<file path="config.mk">
export PLATFORM = sky130hd
export DESIGN_NAME = pdc_regs
export DESIGN_NICKNAME = d
export VERILOG_FILES = /design/src/design/pdc_pkg.sv /design/src/design/pdc_regs.sv
export SDC_FILE = /design/constraint.sdc
export NUM_CORES = 1
export LEC_CHECK = 0
export ABC_AREA = 1
export BUFFER_PORTS_ARGS = -buffer_cell sky130_fd_sc_hd__buf_2
export CAP_MARGIN = 25
export CORE_MARGIN = 4
export CORE_UTILIZATION = 54
export DETAILED_ROUTE_END_ITERATION = 7
export HOLD_SLACK_MARGIN = 0.1
export PLACE_DENSITY = 0.8
export SLEW_MARGIN = 20
export SYNTH_ARGS = -nofsm -noshare
export SYNTH_HDL_FRONTEND = slang
export SYNTH_SLANG_ARGS = --single-unit
</file>
<file path="constraint.sdc">
create_clock -name clock -period 3.05 [get_ports clock]
set_input_delay 0.1525 -clock clock [delete_from_list [all_inputs] [get_ports clock]]
set_output_delay 0.1525 -clock clock [all_outputs]
set_load 0.01 [all_outputs]
</file>
<file path="src/design/pdc_pkg.sv">
// package for the pre-driver control and status register block
package pdc_pkg;
	// ********************************************************
	// register offsets
	// ********************************************************
	localparam logic [3:0] OFS_CMD        = 4'h0;
	localparam logic [3:0] OFS_HEAT_DUTY  = 4'h9;
	localparam logic [3:0] OFS_SPKA_DUTY  = 4'hA;
	localparam logic [3:0] OFS_SPKB_DUTY  = 4'hB;
	localparam logic [3:0] OFS_HEAT_FAULT = 4'h7;
	localparam logic [3:0] OFS_SPKA_FAULT = 4'h8;
	localparam logic [3:0] OFS_SPKB_FAULT = 4'h9;
	localparam logic [3:0] OFS_STATE_IND  = 4'hE;
	// ********************************************************
	// field positions and reset values
	// ********************************************************
	localparam int         BIT_SUMMARY = 7;
	localparam int         BIT_OPEN    = 3;
	localparam int         BIT_OVER    = 2;
	localparam int         DRV_HEAT    = 0;
	localparam int         DRV_SPKB    = 1;
	localparam int         DRV_SPKA    = 2;
	localparam logic [7:0] RST_BYTE    = 8'h00;
	localparam logic [6:0] DUTY_FULL   = 7'h64;
	localparam logic [6:0] PHASE_LAST  = 7'h63;
	// ********************************************************
	// timing
	// ********************************************************
	localparam int CLK_HZ         = 50_000_000;
	localparam int SLOW_PERIOD_US = 10_000;
	localparam int FAST_PERIOD_US = 1_000;
	localparam int STEPS          = 100;
	localparam int SLOW_STEP_CYC  =
		CLK_HZ / 1_000_000 * SLOW_PERIOD_US / STEPS;
	localparam int FAST_STEP_CYC  =
		CLK_HZ / 1_000_000 * FAST_PERIOD_US / STEPS;
	// ********************************************************
	// modes and carriers
	// ********************************************************
	typedef enum logic [1:0] {
		PWM_NONE = 2'b00,
		PWM_SLOW = 2'b01,
		PWM_FAST = 2'b10,
		PWM_EXT  = 2'b11
	} pdc_pwm_mode_t;
	typedef struct packed {
		logic       wr;
		logic       rd;
		logic       stat_space;
		logic [3:0] addr;
		logic [7:0] wdata;
	} pdc_req_t;
	typedef struct packed {
		logic [7:0]      cmd;
		logic [2:0][6:0] duty;
		logic [2:0][7:0] status;
		logic [7:0]      ind;
		logic            any_fault;
		logic [12:0]     slow_cnt;
		logic [8:0]      fast_cnt;
		logic            slow_tick;
		logic            fast_tick;
		logic [2:0][6:0] phase;
		logic [2:0]      pin_prev;
		logic [2:0]      drive;
		logic [7:0]      rdata;
		logic            rvalid;
	} pdc_state_t;
endpackage

</file>
<file path="src/design/pdc_regs.sv">
// pre-driver control and status registers with duty generators
// ************************************************************
// ************************************************************
`timescale 1ns/1ns
`default_nettype none
module pdc_regs #(
	parameter int SLOW_STEP = pdc_pkg::SLOW_STEP_CYC
) (
	input  wire logic                clock,
	input  wire logic                rst,
	input  wire pdc_pkg::pdc_req_t   req,
	input  wire logic [2:0]          drv_pin,
	input  wire logic [2:0]          and_select,
	input  wire logic [2:0]          open_detect_sink_enable,
	input  wire logic [2:0][1:0]     pwm_source_mode,
	input  wire logic [2:0]          open_load_raw,
	input  wire logic [2:0]          overcurrent_raw,
	output logic [7:0]               rdata,
	output logic                     rvalid,
	output logic [2:0]               drive_out,
	output logic [4:0]               low_side_out,
	output logic                     any_fault
);
	import pdc_pkg::*;

	localparam logic [12:0] SLOW_WRAP = 13'(SLOW_STEP - 1);
	localparam logic [8:0]  FAST_WRAP = 9'(FAST_STEP_CYC - 1);

	pdc_state_t st_ff;
	pdc_state_t nxt_st;

	// ********************************************************
	// helpers
	// ********************************************************
	function automatic logic [6:0] duty_clip(input logic [6:0] d);
		duty_clip = (d > DUTY_FULL) ? DUTY_FULL : d;
	endfunction

	function automatic int duty_slot(input logic [3:0] a);
		case (a)
			OFS_HEAT_DUTY: duty_slot = DRV_HEAT;
			OFS_SPKA_DUTY: duty_slot = DRV_SPKA;
			OFS_SPKB_DUTY: duty_slot = DRV_SPKB;
			default:       duty_slot = -1;
		endcase
	endfunction

	function automatic int stat_slot(input logic [3:0] a);
		case (a)
			OFS_HEAT_FAULT: stat_slot = DRV_HEAT;
			OFS_SPKA_FAULT: stat_slot = DRV_SPKA;
			OFS_SPKB_FAULT: stat_slot = DRV_SPKB;
			default:        stat_slot = -1;
		endcase
	endfunction

	// ********************************************************
	// next state
	// ********************************************************
	always_comb begin
		logic       tick;
		logic       pwm_on;
		logic       want;
		logic [7:0] sbyte;
		int         ds;
		int         ss;
		tick   = 1'b0;
		pwm_on = 1'b0;
		want   = 1'b0;
		sbyte  = RST_BYTE;
		ds     = duty_slot(req.addr);
		ss     = stat_slot(req.addr);
		nxt_st = st_ff;
		// step prescalers
		nxt_st.slow_tick = (st_ff.slow_cnt == SLOW_WRAP);
		nxt_st.slow_cnt  = nxt_st.slow_tick ? 13'h0000
			: 13'(st_ff.slow_cnt + 13'h0001);
		nxt_st.fast_tick = (st_ff.fast_cnt == FAST_WRAP);
		nxt_st.fast_cnt  = nxt_st.fast_tick ? 9'h000
			: 9'(st_ff.fast_cnt + 9'h001);
		nxt_st.pin_prev  = drv_pin;
		// register writes
		if (req.wr && !req.stat_space) begin
			if (req.addr == OFS_CMD)
				nxt_st.cmd = req.wdata;
			if (ds >= 0)
				nxt_st.duty[ds] = req.wdata[6:0];
		end
		for (int d = 0; d < 3; d++) begin
			case (pwm_source_mode[d])
				PWM_SLOW: tick = st_ff.slow_tick;
				PWM_FAST: tick = st_ff.fast_tick;
				PWM_EXT:  tick = drv_pin[d] & ~st_ff.pin_prev[d];
				default:  tick = 1'b0;
			endcase
			if (pwm_source_mode[d] == PWM_NONE)
				nxt_st.phase[d] = 7'h00;
			else if (tick)
				nxt_st.phase[d] = (st_ff.phase[d] == PHASE_LAST)
					? 7'h00 : 7'(st_ff.phase[d] + 7'h01);
			pwm_on = (pwm_source_mode[d] == PWM_NONE) ||
				(st_ff.phase[d] < duty_clip(st_ff.duty[d]));
			want = and_select[d] ? (drv_pin[d] & st_ff.cmd[d])
				: (drv_pin[d] | st_ff.cmd[d]);
			nxt_st.drive[d] = want & pwm_on;
			sbyte = RST_BYTE;
			sbyte[BIT_OPEN] = open_load_raw[d]
				& open_detect_sink_enable[d];
			sbyte[BIT_OVER] = overcurrent_raw[d];
			sbyte[BIT_SUMMARY] = sbyte[BIT_OPEN] | sbyte[BIT_OVER];
			nxt_st.status[d] = sbyte;
		end
		nxt_st.ind = {st_ff.cmd[7:3], st_ff.drive};
		nxt_st.any_fault = st_ff.status[0][BIT_SUMMARY]
			| st_ff.status[1][BIT_SUMMARY]
			| st_ff.status[2][BIT_SUMMARY];
		// register reads
		nxt_st.rvalid = req.rd;
		if (req.rd) begin
			nxt_st.rdata = RST_BYTE;
			if (req.stat_space) begin
				if (ss >= 0)
					nxt_st.rdata = st_ff.status[ss];
				else if (req.addr == OFS_STATE_IND)
					nxt_st.rdata = st_ff.ind;
			end else begin
				if (req.addr == OFS_CMD)
					nxt_st.rdata = st_ff.cmd;
				else if (ds >= 0)
					nxt_st.rdata = {1'b0, st_ff.duty[ds]};
			end
		end
	end

	always_ff @(posedge clock or posedge rst) begin
		if (rst)
			st_ff <= '0;
		else
			st_ff <= nxt_st;
	end

	assign rdata        = st_ff.rdata;
	assign rvalid       = st_ff.rvalid;
	assign drive_out    = st_ff.drive;
	assign low_side_out = st_ff.cmd[7:3];
	assign any_fault    = st_ff.any_fault;

	// ********************************************************
	// checks
	// ********************************************************
	cmd_write_a: assert property (@(posedge clock) disable iff (rst)
		req.wr && !req.stat_space && req.addr == OFS_CMD
		|=> st_ff.cmd == $past(req.wdata))
		else $error("command write not stored");
	duty_store_a: assert property (@(posedge clock) disable iff (rst)
		req.wr && !req.stat_space && req.addr == OFS_SPKA_DUTY
		|=> st_ff.duty[DRV_SPKA] == $past(req.wdata[6:0]))
		else $error("spark a duty not stored");
	sat_full_a: assert property (@(posedge clock) disable iff (rst)
		pwm_source_mode[0] != PWM_NONE && st_ff.duty[0] > DUTY_FULL
		&& st_ff.cmd[0] && !and_select[0] |=> st_ff.drive[0])
		else $error("saturated duty not full on");
	zero_duty_a: assert property (@(posedge clock) disable iff (rst)
		pwm_source_mode[0] != PWM_NONE && st_ff.duty[0] == 7'h00
		|=> !st_ff.drive[0])
		else $error("zero duty drove output");
	and_gate_a: assert property (@(posedge clock) disable iff (rst)
		pwm_source_mode[2] == PWM_NONE && and_select[2] && !drv_pin[2]
		|=> !st_ff.drive[2])
		else $error("and combine failed");
	summary_or_a: assert property (@(posedge clock) disable iff (rst)
		st_ff.status[1][BIT_SUMMARY] ==
		(st_ff.status[1][BIT_OPEN] | st_ff.status[1][BIT_OVER]))
		else $error("summary bit not or of flags");
	sink_off_a: assert property (@(posedge clock) disable iff (rst)
		!open_detect_sink_enable[0] |=> !st_ff.status[0][BIT_OPEN])
		else $error("open flag set with sink off");
	over_flag_a: assert property (@(posedge clock) disable iff (rst)
		overcurrent_raw[2] |=> st_ff.status[2][BIT_OVER])
		else $error("overcurrent not flagged");
	ind_track_a: assert property (@(posedge clock) disable iff (rst)
		##1 st_ff.ind == {$past(st_ff.cmd[7:3]), $past(st_ff.drive)})
		else $error("indicator mismatch");
	any_fault_a: assert property (@(posedge clock) disable iff (rst)
		st_ff.status[2][BIT_SUMMARY] |=> st_ff.any_fault)
		else $error("global fault missed");
	cmd_hold_a: assert property (@(posedge clock)
		disable iff (rst) !(req.wr && !req.stat_space)
		|=> st_ff.cmd == $past(st_ff.cmd))
		else $error("command changed without write");
	cmd_read_a: assert property (@(posedge clock)
		disable iff (rst) req.rd && !req.stat_space && req.addr == OFS_CMD
		|=> st_ff.rdata == $past(st_ff.cmd))
		else $error("command read wrong");
	spark_on_a: assert property (@(posedge clock)
		disable iff (rst) pwm_source_mode[2] == PWM_NONE
		&& !and_select[2] && st_ff.cmd[2] |=> st_ff.drive[2])
		else $error("spark a not on with command set");
	heater_off_a: assert property (@(posedge clock)
		disable iff (rst) !drv_pin[0] && !st_ff.cmd[0]
		|=> !st_ff.drive[0])
		else $error("heater on with command clear");
	duty_spkb_a: assert property (@(posedge clock)
		disable iff (rst) req.wr && !req.stat_space
		&& req.addr == OFS_SPKB_DUTY
		|=> st_ff.duty[DRV_SPKB] == $past(req.wdata[6:0]))
		else $error("spark b duty not stored");
	duty_read_a: assert property (@(posedge clock)
		disable iff (rst) req.rd && !req.stat_space
		&& req.addr == OFS_HEAT_DUTY
		|=> st_ff.rdata == {1'b0, $past(st_ff.duty[DRV_HEAT])})
		else $error("duty read wrong");
	stat_nowr_a: assert property (@(posedge clock)
		disable iff (rst) req.wr && req.stat_space
		|=> st_ff.duty == $past(st_ff.duty)
		&& st_ff.cmd == $past(st_ff.cmd))
		else $error("status space write took effect");
	phase_range_a: assert property (@(posedge clock)
		disable iff (rst) st_ff.phase[0] <= PHASE_LAST
		&& st_ff.phase[1] <= PHASE_LAST
		&& st_ff.phase[2] <= PHASE_LAST)
		else $error("phase out of range");
	pwm_gate_a: assert property (@(posedge clock)
		disable iff (rst) pwm_source_mode[0] != PWM_NONE
		&& st_ff.phase[0] >= st_ff.duty[0] |=> !st_ff.drive[0])
		else $error("drive on past duty point");
	phase_none_a: assert property (@(posedge clock)
		disable iff (rst) pwm_source_mode[0] == PWM_NONE
		|=> st_ff.phase[0] == 7'h00)
		else $error("phase ran with no pwm source");
	phase_hold_a: assert property (@(posedge clock)
		disable iff (rst) pwm_source_mode[0] == PWM_SLOW
		&& !st_ff.slow_tick |=> st_ff.phase[0] == $past(st_ff.phase[0]))
		else $error("phase moved without step");
	slow_step_a: assert property (@(posedge clock)
		disable iff (rst) pwm_source_mode[0] == PWM_SLOW
		&& st_ff.slow_tick |=> st_ff.phase[0] != $past(st_ff.phase[0]))
		else $error("phase missed slow step");
	ext_step_a: assert property (@(posedge clock)
		disable iff (rst) pwm_source_mode[0] == PWM_EXT
		&& drv_pin[0] && !st_ff.pin_prev[0]
		|=> st_ff.phase[0] != $past(st_ff.phase[0]))
		else $error("phase missed pin edge");
	fast_wrap_a: assert property (@(posedge clock)
		disable iff (rst) st_ff.fast_cnt == FAST_WRAP
		|=> st_ff.fast_tick && st_ff.fast_cnt == 9'h000)
		else $error("fast prescaler wrap wrong");
	slow_wrap_a: assert property (@(posedge clock)
		disable iff (rst) st_ff.slow_cnt == SLOW_WRAP
		|=> st_ff.slow_tick && st_ff.slow_cnt == 13'h0000)
		else $error("slow prescaler wrap wrong");
	tick_once_a: assert property (@(posedge clock)
		disable iff (rst) st_ff.fast_tick
		|=> !st_ff.fast_tick)
		else $error("fast step tick longer than one cycle");
	summary_all_a: assert property (@(posedge clock)
		disable iff (rst) st_ff.status[0][BIT_SUMMARY] ==
		(st_ff.status[0][BIT_OPEN] | st_ff.status[0][BIT_OVER])
		&& st_ff.status[2][BIT_SUMMARY] ==
		(st_ff.status[2][BIT_OPEN] | st_ff.status[2][BIT_OVER]))
		else $error("summary bit not or of flags");
	open_flag_a: assert property (@(posedge clock)
		disable iff (rst) open_load_raw[1] && open_detect_sink_enable[1]
		|=> st_ff.status[1][BIT_OPEN])
		else $error("open load not flagged");
	over_clear_a: assert property (@(posedge clock)
		disable iff (rst) !overcurrent_raw[0]
		|=> !st_ff.status[0][BIT_OVER])
		else $error("overcurrent flag without fault");
	fault_read_a: assert property (@(posedge clock)
		disable iff (rst) req.rd && req.stat_space
		&& req.addr == OFS_SPKA_FAULT
		|=> st_ff.rdata == $past(st_ff.status[DRV_SPKA]))
		else $error("fault read wrong");
	ind_read_a: assert property (@(posedge clock)
		disable iff (rst) req.rd && req.stat_space
		&& req.addr == OFS_STATE_IND
		|=> st_ff.rdata == $past(st_ff.ind))
		else $error("indicator read wrong");
	or_gate_a: assert property (@(posedge clock)
		disable iff (rst) pwm_source_mode[1] == PWM_NONE
		&& !and_select[1] && drv_pin[1] |=> st_ff.drive[1])
		else $error("or combine failed");
	any_clear_a: assert property (@(posedge clock)
		disable iff (rst) !st_ff.status[0][BIT_SUMMARY]
		&& !st_ff.status[1][BIT_SUMMARY]
		&& !st_ff.status[2][BIT_SUMMARY] |=> !st_ff.any_fault)
		else $error("global fault without driver fault");
	unused_zero_a: assert property (@(posedge clock)
		disable iff (rst) ((st_ff.status[0] | st_ff.status[1]
		| st_ff.status[2]) & 8'h73) == 8'h00)
		else $error("unused status bit set");
	unmapped_rd_a: assert property (@(posedge clock)
		disable iff (rst) req.rd && !req.stat_space && req.addr == 4'h5
		|=> st_ff.rdata == 8'h00)
		else $error("unmapped read not zero");
endmodule
`default_nettype wire

</file>
=== Word-level counts from Yosys, hierarchy flattened ===
Index checks and enable logic that the tools add are counted.

* Register bits after elaboration: 107
* Bits of input ports: 38

* Mux-type cells: 36
* Add/sub/neg operators: 5
* Equality and inequality tests: 20
* Reduce and logical (&&, ||, !) cells: 15
* Bitwise logic cells: 23
* $lt $le $gt $ge: 11

{| class="wikitable"
|+ Operators with widths
! cell !! number
|-
| one-hot mux 32 bit (3 select lines) || 2
|-
| 2-to-1 mux 7 bit || 16
|-
| >= comparator 32 x 1 -> 1 bit (second input constant) || 3
|-
| < comparator 32 x 4 -> 1 bit (second input constant) || 2
|-
| 2-to-1 mux 8 bit || 6
|-
| adder 7 x 1 -> 7 bit (second input constant) || 3
|-
| bitwise mux 21 bit || 1
|-
| == test 7 bit (second input constant) || 3
|-
| greater-than comparator 7 bit (second input constant) || 3
|-
| < comparator 7 bit || 3
|-
| == test 4 bit (second input constant) || 5
|-
| binary-select mux 8 bit (select 2 bit) || 1
|-
| binary-select mux 7 bit (select 2 bit) || 1
|-
| demux 7 bit (select 2 bit) || 1
|-
| adder 13 x 1 -> 13 bit (second input constant) || 1
|-
| == test 13 bit (second input constant) || 1
|-
| 2-to-1 mux 13 bit || 1
|-
| AND 1 bit || 12
|-
| == test 2 bit (second input constant) || 6
|-
| adder 9 x 1 -> 9 bit (second input constant) || 1
|-
| == test 9 bit (second input constant) || 1
|-
| 2-to-1 mux 9 bit || 1
|-
| one-hot mux 1 bit (3 select lines) || 3
|-
| bitwise OR 1 bit || 8
|-
| other kinds (11) || 25
|}

=== Longest topological paths before layout ===
* Word-level depth: 8
* Depth in mapped cells: 12
* Depth with buffers taken out: 12

=== Least setup slack after synthesis ===
No wires, ideal clock.

* Path type: reg2reg
* Start: register st_ff[100] (netlist name)
* End: register st_ff, in the netlist drive_out[1]
* Data required time: 2.973 ns
* Period minus slack after synthesis: 1.616 ns
* Buffers on the path: 0
* Library setup time: 0.077 ns
* Path slack: 1.434 ns
* Arrival time: 1.539 ns
* Cell stages (with the launch flop): 11
* Cell sequence: dfrtp_1 -> o21ai_0 -> nand2_1 -> nand2_1 -> nand2_1 -> ha_1 -> a21oi_1 -> nor2_1 -> a211oi_1 -> nand2_1 -> a21oi_1

{| class="wikitable"
|+ RTL lines
! element !! RTL line !! source
|-
| start, declared || pdc_regs.sv:29 || <nowiki>pdc_state_t st_ff;</nowiki>
|-
| start signal, assigned || pdc_regs.sv:139 || <nowiki>st_ff <= nxt_st;</nowiki>
|}

==> flow_metrics.env <==
export IMPL_r2r_start="st_ff[108]"
export IMPL_fmax_mhz=522.8
export IMPL_nets=830
export IMPL_rows=37
export IMPL_tightestPinTransition_ps=865.3
export IMPL_synth_distinct_cells=38
export IMPL_cts_max_path_buffers=2
export IMPL_synth_edf_count=0
export IMPL_grt_max_degree=81
export IMPL_dieHeight_microns=111.0
export IMPL_overflow=0
export IMPL_antenna_found_initial=0
export IMPL_worstPathRequired_ps=3340
export IMPL_drive_gt1_frac=0.1447
export IMPL_yosys_warnings=0
export IMPL_die_width_microns=111.0
export IMPL_drt_total_wl_mm=12.44
export IMPL_endpoint_kind="flop"
export IMPL_cpPeakStageDelay_ps=430
export IMPL_wire_per_inst_microns=13.67
export IMPL_drc=0
export IMPL_yosys_register_bits=107
export IMPL_syn_inst=711
export IMPL_dr_first_iter_drc_count=360
export IMPL_start_kind="flop"
export IMPL_cp_slowest_cell="dfrtp_1"
export IMPL_multi_input_area_sq_um=2520
export IMPL_fin_crit_sh=0.6272
export IMPL_slew_headroom=0.4231
export IMPL_final_cell_mix="nand2_1 (178), dfrtp_1 (107), inv_1 (89), nor2_1 (67), buf_2 (55)"
export IMPL_tritoncts="yes"
export IMPL_rsz0062_at_grt="no"
export IMPL_via_per_inst=5.221
export IMPL_cts_root_buf="clkbuf_8"
export IMPL_maxSlewViolCount=0
export IMPL_fin_skew_ps=12.80
export IMPL_worstReg2RegEnd="drive_out[2]"
export IMPL_period_needed_ps=1913
export IMPL_hold_viol=0
export IMPL_cp_max_fo=4
export IMPL_r2r_cells=10
export IMPL_nFillCells=907
export IMPL_gp_congestion=0.9227
export IMPL_cts_buffers=9
export IMPL_syn_avg_cell_area_sq_um=8.054
export IMPL_status="finished clean"
export IMPL_areaGrowthSynthToFinish_pct=10.71
export IMPL_ant_nets=0
export IMPL_drv_cap=0
export IMPL_fp_coreArea_sq_um=10320
export IMPL_cts_clk_slew_worst_paths_ps=100
export IMPL_place_inst=879
export IMPL_worstSkewPairLatency_ps=370
export IMPL_die_area_sq_um=12320
export IMPL_cts_sinks=107
export IMPL_seq_area_sq_um=2678
export IMPL_rrSetupSlack_ps=1140
export IMPL_path_class="reg2reg"
export IMPL_grt_pass1_wl_mm=21.74
export IMPL_initial_core_util=0.5547
export IMPL_yosysSeqAreaShare=0.4676
export IMPL_htreeDepth=3
export IMPL_final_common_cell="nand2_1"
export IMPL_grt_pass1_vias=4675
export IMPL_finalSetupViolCount=0
export IMPL_ir_drop_mv=0.2804
export IMPL_grt_usage=0.2105
export IMPL_min_to="st_ff[93]"
export IMPL_cp_cell_sequence="o21ai_0 -> nand2_1 -> nand2_1 -> nand2_1 -> ha_1 -> a21oi_1 -> nor2_1 -> a211oi_1 -> nand2_1 -> a21oi_1"
export IMPL_arrival_ps=2200
export IMPL_syn_num_nets=772
export IMPL_hold_path_class="in2reg"
export IMPL_final_cells=910
export IMPL_powerDensity_nw_per_um2=526.5
export IMPL_route_vias_total=4751
export IMPL_min_from="req[0]"
export IMPL_cpMostUsedCell="nand2_1"
export IMPL_netlist_area_sq_um=5727
export IMPL_dp_hpwl_mm=9.418
export IMPL_port_buffers=55
export IMPL_antenna_cells=0
export IMPL_num_io_pins=56
export IMPL_synthFlopType="dfrtp_1"
export IMPL_timing_setup_tns_ps=0
export IMPL_p_leak_nw=3.310
export IMPL_async_flop_share=1.000
export IMPL_drt_pre_antenna_iters=5
export IMPL_min_delay_path_depth=3
[repair_timing]
| action | CTS | global route |
|---|---|---|
| buffers inserted | 0 | 0 |
| endpoints found under the setup margin | 0 | 0 |
| endpoints found under the hold margin | 92 | 0 |
| hold buffers | 15 | 0 |
| resized for setup | 0 | 0 |
[registers in the layout (all words and copies together), names as in the netlist]
register and flops:
any_fault 1, drive_out 3, low_side_out 5, rdata 8, rvalid 1, st_ff 89
[layout make-up]
class / count / area share
sequential: 107 / 0.4223
multi-input combinational: 484 / 0.3975
tap: 136 / 0.02684
timing repair buffer: 72 / 0.06947
inverter: 95 / 0.05704
clock buffer: 11 / 0.02072
clock inverter: 5 / 0.006118
[power breakdown]
group / total, mW / internal (mW) / leakage (nW) / switching [mW]
clock network: 0.795 / 0.301 / 0.0722 / 0.494
logic: 0.765 / 0.320 / 1.87 / 0.445
registers: 1.78 / 1.60 / 1.37 / 0.176
total: 3.34 / 2.22 / 3.31 / 1.12
[synthesized netlist by cell type (4+ instances only)]
| library cell | count | area [sq um] |
|---|---|---|
| nand3_1 | 39 | 195.2 |
| nand2_1 | 178 | 668.1 |
| nor2_1 | 67 | 251.5 |
| clkbuf_1 | 4 | 15.01 |
| dfrtp_1 | 107 | 2678 |
| nand4_1 | 10 | 62.56 |
| o21ai_2 | 7 | 61.31 |
| or2_2 | 10 | 62.56 |
| o21ai_1 | 9 | 45.04 |
| xor2_1 | 8 | 70.07 |
| inv_1 | 90 | 337.8 |
| nor3_1 | 8 | 40.04 |
| nand2_4 | 4 | 45.04 |
| ha_1 | 23 | 287.8 |
| inv_2 | 5 | 18.77 |
| buf_4 | 16 | 120.1 |
| a21oi_1 | 47 | 235.2 |
| o21ai_0 | 42 | 210.2 |
[cells by family after synthesis]
kind of cell / Yosys count / synth area share
buffers and inverters: 120 / 0.09242
DFF: 107 / 0.4676
AOI/OAI and AO/OA: 118 / 0.1134
and+or+nand+nor: 329 / 0.2532
adders and majority gates: 26 / 0.05550
muxes: 1 / 0.002621
xor gates and xnor gates: 10 / 0.01529
[routing by layer]
metal  routed length, microns  GRT usage
met2                     5986     0.3499
met4                      147    0.05090
met3                      769    0.04094
met1                     5533     0.2855
met5                        0          0
[how the worst max path moves through the flow]
stage | start | end | slack (ps) | depth (start not counted)
finish | st_ff[108] | drive_out[2] | 1140 | 10
detailed placement | st_ff[107] | drive_out[2] | 1170 | 10
global route | st_ff[101] | drive_out[1] | 920 | 10
global placement | st_ff[100] | drive_out[1] | 1360 | 10
floorplan | rst | any_fault | 80 | 1
CTS | st_ff[107] | drive_out[2] | 1120 | 10
[stage by stage]
step	setup WS, ps	area [sq um]	hold WS [ps]	total power, mW	utilization
global placement	1356	6017	272.8	2.498	0.5828
CTS	1124	6337	104.1	3.364	0.6139
detailed placement	1174	6017	272.6	2.555	0.5828
finish	1137	6340	117.9	3.338	0.6141
global route	922.5	6340	111.2	3.594	0.6141
floorplan	80.26	5727	183.9	2.345	-
[worst max-delay path: cells and delay by family (launching register included)]
kind,cells,cell delay (ps)
AO/OA/AOI/OAI,4,650
adder cells (fa/ha/maj),1,290
flip-flops,1,430
AND/OR/NAND/NOR,5,440
(Power assumes the default switching activity.)
